--- src/core/scan_dma_defines.svh ---
// Register offsets, field positions, reset values and sizes of the scan pointer DMA path
`ifndef SCAN_DMA_DEFINES_SVH
`define SCAN_DMA_DEFINES_SVH
// Register byte offsets on the APB side
`define OFS_CONV_CTL 8'h00
`define OFS_PTR_DATA 8'h04
`define OFS_XFER_CTL 8'h08
`define OFS_WORD_CNT 8'h0c
`define OFS_HOST_ADDR 8'h10
`define OFS_STATUS 8'h14
// Converter control fields
`define CTL_GO_BIT 0
`define CTL_SEL_LSB 11
`define CTL_SEL_MSB 13
`define CONV_CTL_RST 16'h0000
// Pointer select codes in the instruction field
`define PSEL_START 3'h0
`define PSEL_CUR 3'h1
`define PSEL_FINAL 3'h2
// Transfer control fields
`define XCTL_MODE_LSB 0
`define XCTL_MODE_MSB 1
`define XCTL_ERR_BIT 6
`define XCTL_DONE_BIT 7
// Sizes
`define WORD_W 16
`define PTR_W 8
`define FIFO_DEPTH 16
`define FIFO_AW 4
// Converter ready stays high while the level is below this
`define FIFO_HEADROOM 5'h0f
`endif

--- src/core/scan_dma_pkg.sv ---
// Types shared by the scan pointer DMA path
`include "scan_dma_defines.svh"
package scan_dma_pkg;
  // Drain state, one bit changes on each step of the path
  typedef enum logic [1:0] {
    XS_IDLE = 2'h0,
    XS_HOST = 2'h1,
    XS_EXT = 2'h2
  } xfer_state_e;

  // Decoded data route
  typedef enum logic [1:0] {
    DM_OFF = 2'h0,
    DM_HOST = 2'h1,
    DM_EXT = 2'h2
  } dma_route_e;

  // Whole state of the top module
  typedef struct packed {
    logic [15:0] ctl;
    logic [`PTR_W-1:0] p_start;
    logic [`PTR_W-1:0] p_cur;
    logic [`PTR_W-1:0] p_final;
    logic scan_run;
    logic [1:0] mode;
    logic done;
    logic err;
    logic [15:0] wcount;
    logic [15:0] haddr;
    xfer_state_e st;
    logic [`WORD_W-1:0] word;
    logic hb_req;
    logic ext_stb;
    logic conv_rdy;
    logic pready;
    logic pslverr;
    logic [31:0] prdata;
  } core_s;

  // FIFO pointer state
  typedef struct packed {
    logic [`FIFO_AW:0] wr;
    logic [`FIFO_AW:0] rd;
  } fifo_s;
endpackage

--- src/core/sample_fifo.sv ---
// Sample FIFO between the converter and the DMA drain
`timescale 1ns/100ps
`include "scan_dma_defines.svh"
module sample_fifo
  import scan_dma_pkg::*;
#(
  parameter int WIDTH = `WORD_W,
  parameter int DEPTH = `FIFO_DEPTH,
  parameter int AW = `FIFO_AW
) (
  input wire logic clk,
  input wire logic rst,
  input wire logic in_valid,
  output logic in_ready,
  input wire logic [WIDTH-1:0] in_data,
  output logic out_valid,
  input wire logic out_ready,
  output logic [WIDTH-1:0] out_data,
  output logic [AW:0] level
);
  fifo_s f_q; // Pointers with one wrap bit each
  fifo_s f_d;
  logic [WIDTH-1:0] mem [DEPTH]; // Storage, no reset needed
  logic push;
  logic pop;

  // Wrap bits make a full buffer read as DEPTH rather than zero
  assign level = f_q.wr - f_q.rd;
  assign in_ready = (level < (AW+1)'(DEPTH));
  assign out_valid = (f_q.wr != f_q.rd);
  assign out_data = mem[f_q.rd[AW-1:0]];
  assign push = in_valid & in_ready;
  assign pop = out_valid & out_ready;

  // Next pointers
  always_comb begin
    f_d = f_q;
    if (push) begin
      f_d.wr = f_q.wr + 1'b1;
    end
    if (pop) begin
      f_d.rd = f_q.rd + 1'b1;
    end
  end

  // Pointer registers
  always_ff @(posedge clk) begin
    if (rst) begin
      f_q <= '0;
    end else begin
      f_q <= f_d;
    end
  end

  // Storage write
  always_ff @(posedge clk) begin
    if (push) begin
      mem[f_q.wr[AW-1:0]] <= in_data;
    end
  end
endmodule

--- src/core/scan_pointer_dma_path.sv ---
// Channel-list scan pointers and DMA routing of converted words, APB register slave
`timescale 1ns/100ps
`include "scan_dma_defines.svh"

// Summary of operation
// [RULE1] Control bits 13..11 pick the accessed pointer
// [RULE2] Start pointer holds the scan's first address
// [RULE3] Current pointer drives the converter channel address
// [RULE4] Final pointer marks the last converted entry
// [RULE5] Start and final frozen while scanning
// [RULE6] Converted words move to memory by DMA
// [RULE7] Without external memory use host bus
// [RULE8] External memory allows either route
// [RULE9] External transfers leave host bus idle
// [RULE10] Samples go straight to external port
// [RULE11] External memory arbitrates its own ports
// [RULE12] Mode 00 off, 01/11 host, 10 external
// [RULE13] Current steps to final, then reloads start
// [RULE14] Word counter counts up to zero, done
// [RULE15] Memory error aborts, sets done and error
// [RULE16] External word held with strobe until acknowledged
module scan_pointer_dma_path
  import scan_dma_pkg::*;
(
  input wire logic clk,
  input wire logic rst,
  input wire logic psel,
  input wire logic penable,
  input wire logic pwrite,
  input wire logic [7:0] paddr,
  input wire logic [31:0] pwdata,
  output logic [31:0] prdata,
  output logic pready,
  output logic pslverr,
  input wire logic conv_valid,
  input wire logic [`WORD_W-1:0] conv_data,
  output logic conv_ready,
  output logic [`PTR_W-1:0] chan_addr,
  input wire logic ext_present,
  output logic hb_req,
  output logic [15:0] hb_addr,
  output logic [`WORD_W-1:0] hb_data,
  input wire logic hb_ack,
  input wire logic hb_err,
  output logic ext_stb,
  output logic [`WORD_W-1:0] ext_data,
  input wire logic ext_ack,
  input wire logic ext_err
);
  ////////////////////////////////////////////////////////////////////////////
  // Declarations
  core_s s_q; // All registered state
  core_s s_d; // Next state
  logic push; // Converter word accepted
  logic fifo_in_ready; // FIFO room, also guards the push
  logic fifo_out_valid; // Word waiting to drain
  logic fifo_out_ready; // Drain takes a word
  logic [`WORD_W-1:0] fifo_out_data;
  logic [`FIFO_AW:0] fifo_level;
  dma_route_e route; // Decoded mode field
  logic [2:0] ptr_sel; // Instruction field of the control register
  logic wr_en; // Write takes effect this edge
  logic [`PTR_W-1:0] sel_ptr; // Pointer seen through the data register
  logic [15:0] wc_next; // Counter after one word

  ////////////////////////////////////////////////////////////////////////////
  // Functions

  // Known register offset
  // Unmapped offsets answer with pslverr and read as zero
  function automatic logic reg_hit(input logic [7:0] a);
    return (a == `OFS_CONV_CTL) || (a == `OFS_PTR_DATA) || (a == `OFS_XFER_CTL) ||
           (a == `OFS_WORD_CNT) || (a == `OFS_HOST_ADDR) || (a == `OFS_STATUS);
  endfunction

  // Mode field decode, both bits set falls back to the host bus
  function automatic dma_route_e route_of(input logic [1:0] m);
    case (m)
      2'h0: return DM_OFF; // RULE12
      2'h2: return DM_EXT;
      default: return DM_HOST;
    endcase
  endfunction

  ////////////////////////////////////////////////////////////////////////////
  // Sample FIFO

  // Sixteen words absorb the wait states of a slow host memory
  sample_fifo #(
    .WIDTH(`WORD_W),
    .DEPTH(`FIFO_DEPTH),
    .AW(`FIFO_AW)
  ) sample_fifo_inst (
    .clk(clk),
    .rst(rst),
    .in_valid(push),
    .in_ready(fifo_in_ready),
    .in_data(conv_data),
    .out_valid(fifo_out_valid),
    .out_ready(fifo_out_ready),
    .out_data(fifo_out_data),
    .level(fifo_level)
  );

  ////////////////////////////////////////////////////////////////////////////
  // Combinational helpers

  // Ready is registered, so one slot of headroom covers its lag
  assign push = conv_valid & s_q.conv_rdy & s_q.scan_run & fifo_in_ready;
  assign route = route_of(s_q.mode);
  assign ptr_sel = s_q.ctl[`CTL_SEL_MSB:`CTL_SEL_LSB]; // RULE1
  // Writes land at the access edge, when pready is already up
  assign wr_en = psel & penable & pwrite & s_q.pready & reg_hit(paddr);
  // Counter counts up from the negated length; zero ends the block
  assign wc_next = s_q.wcount + 16'h0001;
  // Drain only when a route is open and no done is pending
  assign fifo_out_ready = (s_q.st == XS_IDLE) && (route != DM_OFF) && !s_q.done; // RULE6

  // Pointer view selected by the instruction field
  always_comb begin
    case (ptr_sel)
      `PSEL_START: sel_ptr = s_q.p_start;
      `PSEL_CUR: sel_ptr = s_q.p_cur;
      `PSEL_FINAL: sel_ptr = s_q.p_final;
      default: sel_ptr = '0;
    endcase
  end

  ////////////////////////////////////////////////////////////////////////////
  // Next state

  always_comb begin
    s_d = s_q;
    // Every field except pready, pslverr and conv_rdy holds unless a branch below moves it
    // APB answers one cycle after setup
    s_d.pready = psel & ~penable;
    s_d.pslverr = 1'b0;
    s_d.conv_rdy = fifo_level < `FIFO_HEADROOM;
    // Read data and error are latched in the setup cycle
    // The status word is a snapshot; the level may move before it is used
    if (psel && !penable) begin
      s_d.pslverr = !reg_hit(paddr);
      case (paddr)
        `OFS_CONV_CTL: s_d.prdata = {16'h0000, s_q.ctl};
        `OFS_PTR_DATA: s_d.prdata = {24'h000000, sel_ptr};
        `OFS_XFER_CTL: s_d.prdata = {24'h000000, s_q.done, s_q.err, 4'h0, s_q.mode};
        `OFS_WORD_CNT: s_d.prdata = {16'h0000, s_q.wcount};
        `OFS_HOST_ADDR: s_d.prdata = {16'h0000, s_q.haddr};
        `OFS_STATUS: s_d.prdata = {16'h0000, fifo_level, s_q.st, s_q.scan_run, s_q.p_cur};
        default: s_d.prdata = 32'h00000000;
      endcase
    end
    // Software writes, applied before hardware events so sets win
    if (wr_en) begin
      case (paddr)
        `OFS_CONV_CTL: begin
          // Go bit is a strobe, not stored
          // A go bit during a running scan is ignored, the list is not restarted
          s_d.ctl = pwdata[15:0] & ~(16'h0001 << `CTL_GO_BIT);
          if (pwdata[`CTL_GO_BIT] && !s_q.scan_run) begin
            s_d.scan_run = 1'b1;
            s_d.p_cur = s_q.p_start; // RULE2
          end
        end
        `OFS_PTR_DATA: begin
          // Pointers only move by software between scans
          if (!s_q.scan_run) begin // RULE5
            case (ptr_sel)
              `PSEL_START: s_d.p_start = pwdata[`PTR_W-1:0]; // RULE2
              `PSEL_CUR: s_d.p_cur = pwdata[`PTR_W-1:0];
              `PSEL_FINAL: s_d.p_final = pwdata[`PTR_W-1:0]; // RULE4
              default: s_d.p_cur = s_q.p_cur;
            endcase
          end
        end
        `OFS_XFER_CTL: begin
          // A word already in flight finishes on the route it started on
          s_d.mode = pwdata[`XCTL_MODE_MSB:`XCTL_MODE_LSB];
          // Flags are cleared by writing zero, a one leaves them
          if (!pwdata[`XCTL_DONE_BIT]) begin
            s_d.done = 1'b0;
          end
          if (!pwdata[`XCTL_ERR_BIT]) begin
            s_d.err = 1'b0;
          end
        end
        `OFS_WORD_CNT: s_d.wcount = pwdata[15:0];
        `OFS_HOST_ADDR: s_d.haddr = pwdata[15:0];
        default: s_d.ctl = s_q.ctl;
      endcase
    end
    // Pointer step on each accepted conversion
    // Reload at the final entry ends the scan; a new go bit starts the next
    if (push) begin
      if (s_q.p_cur == s_q.p_final) begin // RULE4
        s_d.p_cur = s_q.p_start; // RULE13
        s_d.scan_run = 1'b0;
      end else begin
        s_d.p_cur = s_q.p_cur + 8'h01; // RULE13
      end
    end
    // Drain machine
    // One word in flight at a time; the idle cycle between words keeps
    // the next pop from meeting the answer to the last word
    case (s_q.st)
      XS_IDLE: begin
        if (fifo_out_valid && fifo_out_ready) begin
          s_d.word = fifo_out_data;
          if (route == DM_HOST) begin
            s_d.hb_req = 1'b1; // RULE7
            s_d.st = XS_HOST;
          end else if (ext_present) begin
            // Host bus stays quiet on this path
            s_d.ext_stb = 1'b1; // RULE8 RULE9 RULE10
            s_d.st = XS_EXT;
          end else begin
            // External route with nothing attached is an access error
            s_d.err = 1'b1; // RULE15
            s_d.done = 1'b1;
          end
        end
      end
      XS_HOST: begin
        if (hb_err) begin
          // Abort: the word is lost, software restarts from the flags
          s_d.hb_req = 1'b0;
          s_d.err = 1'b1; // RULE15
          s_d.done = 1'b1;
          s_d.st = XS_IDLE;
        end else if (hb_ack) begin
          // Address and counter step only on a clean answer
          s_d.hb_req = 1'b0;
          s_d.haddr = s_q.haddr + 16'h0001;
          s_d.wcount = wc_next; // RULE14
          if (wc_next == 16'h0000) begin
            s_d.done = 1'b1; // RULE14
          end
          s_d.st = XS_IDLE;
        end
      end
      XS_EXT: begin
        // Word and strobe stand until the far end answers
        if (ext_err) begin
          s_d.ext_stb = 1'b0;
          s_d.err = 1'b1; // RULE15
          s_d.done = 1'b1;
          s_d.st = XS_IDLE;
        end else if (ext_ack) begin
          s_d.ext_stb = 1'b0; // RULE16
          s_d.st = XS_IDLE;
        end
      end
      default: s_d.st = XS_IDLE;
    endcase
  end

  ////////////////////////////////////////////////////////////////////////////
  // State register
  // Synchronous reset clears every field: mode off, flags and pointers zero

  always_ff @(posedge clk) begin
    if (rst) begin
      s_q <= '0;
    end else begin
      s_q <= s_d;
    end
  end

  ////////////////////////////////////////////////////////////////////////////
  // Outputs, all straight from the state register
  // Nothing here is combinational, so the far side never sees a glitch

  assign prdata = s_q.prdata;
  assign pready = s_q.pready;
  assign pslverr = s_q.pslverr;
  assign conv_ready = s_q.conv_rdy;
  assign chan_addr = s_q.p_cur; // RULE3
  assign hb_req = s_q.hb_req;
  assign hb_addr = s_q.haddr;
  assign hb_data = s_q.word;
  assign ext_stb = s_q.ext_stb;
  assign ext_data = s_q.word;
endmodule

--- config.mk ---
export PLATFORM = sky130hd
export DESIGN_NAME = scan_pointer_dma_path
export DESIGN_NICKNAME = d
export VERILOG_FILES = /design/src/core/scan_dma_pkg.sv /design/src/core/sample_fifo.sv /design/src/core/scan_pointer_dma_path.sv
export VERILOG_INCLUDE_DIRS = /design/src /design/src/core
export SDC_FILE = /design/constraint.sdc
export NUM_CORES = 1
export LEC_CHECK = 0
export BUFFER_PORTS_ARGS = -buffer_cell sky130_fd_sc_hd__buf_4
export CORE_ASPECT_RATIO = 0.6
export CORE_UTILIZATION = 59
export CTS_CLUSTER_SIZE = 14
export DETAILED_ROUTE_END_ITERATION = 7
export GPL_TIMING_DRIVEN = 0
export PLACE_DENSITY_LB_ADDON = 0.25
export RECOVER_POWER = 25
export SYNTH_ARGS = -nofsm -noshare
export SYNTH_HDL_FRONTEND = slang
export SYNTH_SLANG_ARGS = --single-unit
--- constraint.sdc ---
create_clock -name clk -period 4.8 [get_ports clk]
set_clock_uncertainty 0.2 [all_clocks]
set_input_delay 0.72 -clock clk [delete_from_list [all_inputs] [get_ports clk]]
set_output_delay 0.72 -clock clk [all_outputs]
set_load 0.03 [all_outputs]
==> run metrics <==
cell row count 47; RSZ-0062 raised after global routing no; share of layout cells above drive strength 1 22.80%; GR Overflow Total 0; vias 12.69k; critical path endpoint category flip-flop; Fmax 0.2305 GHz; CP top delay family simple AND/OR/NAND/NOR gates; die area 29680 sq um; ys async rst share 0%; initial antenna violation count 1; post_cts resized 0; WS Path Type flip-flop to flip-flop; met2 usage 44.93%; status finished, final reports clean; Post-Synthesis Cells 1362; Cell variety after synth 65; Hold Path Class flip-flop to flip-flop; clk sinks 385; Worst path slowest cell nor3_2; Lkg Pwr 6.916 nW; DR iter-0 viols 1843; final setup fails 0; synth warn 0; number of synthesized register bits 385; Buf/Inv on CP 4; Peak VDD IR 300.7 uV; placed insts 1886; IO Count 160; area grow syn2layout 16.38%; dpl hpwl 36350 microns; Post-synth top flop edfxtp_1; WP data arrival 4.39 ns; H-tree levels 2; vias per inst 6.505; Clock transition at path regs 0.06 ns; crit path from sample_fifo_inst.f_q[5]$_SDFFE_PP0P_; Final Wtd Congestion 0.9751; non-filler cells, final 1951; M3 GR Usage 11.81%; reg2reg path depth 11; Wirelength per Cell 26.26 microns; Post-Syn Area 17090 sq um; FF-to-FF setup slack 0.46 ns; CTS tree built; crit share post-route 90.39%; DR pass1 iterations 7; Hold Crit Depth 2; fin nets 1639; main area contributors after synthesis edfxtp_1 (45%), dfxtp_1 (15%), mux4_2 (8.4%), buf_4 (3.9%), a21oi_1 (3.0%); cell taking the most area after synthesis edfxtp_1; Hold Path Sink prdata[3]$_SDFFE_PP0P_; Starting Density 61.06%; CP startpoint kind flip-flop; Post-synth EDFFs 256; die height 133.8 microns; synthesized area per cell 12.55 sq um; CP Cell Sequence inv_1 > ha_1 > inv_1 > fa_1 > nand3_1 > a21oi_1 > o21a_1 > buf_1 > nand2_1 > nor3_2 > buf_6; worst slew pin tran 1.374 ns; IO Port Bufs 125; Cell Pwr Density 326.9 nW/um^2; Worst path most repeated cell inv_1; routing usage on met1 54.50%; GRT busiest layer met1; Hold Slack 0.2545 ns; sequential fraction of the synthesis area 60.09%; first-pass GRT wire length 74200 microns; total core area 27990 sq um; min Tclk post-route 4.339 ns; CTS buffer count 36; worst stage delay on the critical path 0.80 ns; fin. max-slew vios 0; maximum clock insertion buffer count 3; worst r2r dst sample_fifo_inst.mem[0][3]$_DFFE_PP_; die width 221.7 microns; Max Cap Violations 0; worst hold start prdata[3]$_SDFFE_PP0P_; worst skew pair latency 0.55 ns; number of post-CTS setup repair buffers 0; CTS Hold Buffers Added 0; crit-path max FO 10; worst path required time 4.85 ns; drt drc 0; Rel. slew slack 7.676%; share of the synthesized area in the top cell type 44.98%; overall global routing resource usage 34.35%; worst r2r src sample_fifo_inst.f_q[5]$_SDFFE_PP0P_; vias in the first global route 11.73k; largest net degree at the start of global routing 17; Final Hold Viols 0; number of nets with antenna violations after routing 0; final WL 51230 microns; root buf cell clkbuf_16
worst max-delay path by stage:
stage               slack [ns]  cells after the start                               endpoint
finish                    0.46                     11   sample_fifo_inst.mem[0][3]$_DFFE_PP_
global route              0.30                     11   sample_fifo_inst.mem[0][1]$_DFFE_PP_
CTS                       0.56                     11   sample_fifo_inst.mem[0][1]$_DFFE_PP_
detailed placement        0.62                     11  sample_fifo_inst.mem[0][12]$_DFFE_PP_
global placement         -0.46                     10  sample_fifo_inst.mem[0][10]$_DFFE_PP_
floorplan                 1.04                     10   sample_fifo_inst.mem[0][0]$_DFFE_PP_
layer usage:
layer	wire, microns	vias to the layer above
li1	-	5450
met1	22010	6244
met2	20260	928
met3	8174	69
met4	796	0
met5	0	-
layout by cell type (no fill, tap or decap), types with 17 or more instances in the layout:
cell type,instances
dfxtp_1,129
nor2_1,108
edfxtp_1,256
nand2_1,114
a21oi_1,103
nand3_1,17
nor3_1,20
mux4_2,64
mux2i_1,40
a22oi_1,41
xor2_1,18
clkbuf_16,36
buf_4,198
clkbuf_1,92
o21ai_0,56
power breakdown:
group          internal [mW]  switching, mW  total (mW)
sequential              3.53        0.00220        3.53
combinational         0.0470          0.139       0.186
clock                   1.53           1.26        2.78
total                   5.10           1.40        6.50
cell families after synthesis:
group | Yosys count | share of synthesized area (%)
AOI/OAI and AO/OA | 272 | 9.861
xor gates and xnor gates | 28 | 1.435
adders and majority gates | 14 | 1.069
buffers and inverters | 174 | 5.776
DFF | 385 | 60.09
muxes | 111 | 11.24
other | 1 | 0.02194
and+or+nand+nor | 377 | 10.51
cell usage after synthesis (7+ instances only):
cell type and instances:
and3_1 14, ha_1 13, a221oi_1 11, buf_4 89, a31oi_1 15, a22oi_1 41
o21ai_0 56, nand4_1 14, nor3_1 24, nor4_1 12, a211oi_1 10, nand3_1 17
edfxtp_1 256, dfxtp_1 129, nor2_1 120, nor2b_1 12, buf_1 16, mux2i_1 40
a21oi_1 103, mux4_2 64, inv_1 10, clkbuf_1 59, xor2_1 18, nand2b_1 8
nand2_1 114, xnor2_1 10, mux2_2 7
worst min-delay path: cells and delay by family (launching register included):
kind	cells	cell delay [ns]
flops	1	0.32
compound gates	1	0.06
simple gates	1	0.04
sequential cells by signal (all words and copies together), names as in the netlist, named ones only:
register,cells
sample_fifo_inst.f_q,10
pready,1
ext_stb,1
hb_req,1
pslverr,1
ext_data,16
hb_addr,16
prdata,16
s_q,51
sample_fifo_inst.mem,256
chan_addr,8
ptr_sel,3
conv_ready,1
final cells by class:
| type | count | area (sq um) |
|---|---|---|
| clock buffers | 57 | 1020 |
| multi-input cells | 818 | 5947 |
| clock inverters | 6 | 83.83 |
| well taps | 367 | 459.2 |
| diodes | 1 | 2.502 |
| inverters | 10 | 37.54 |
| fillers | 1962 | 8102 |
| repair buffers | 143 | 1121 |
| flip-flops and latches | 385 | 10270 |
| plain buffers | 164 | 949.7 |
per-stage QoR:
stage	power, mW	cell area [sq um]	setup slack, ns	TNS, ns	util (%)
5_1_grt	6.637	19890	0.2991	0	71.05
3_3_place_gp	3.784	18550	-0.4606	-22.34	66.25
3_5_place_dp	3.787	18830	0.6168	0	67.28
6_report	6.502	19890	0.4613	0	71.06
4_1_cts	6.506	19940	0.5630	0	71.22
2_1_floorplan	3.675	17150	1.037	0	-
(Power assumes the default switching activity.)
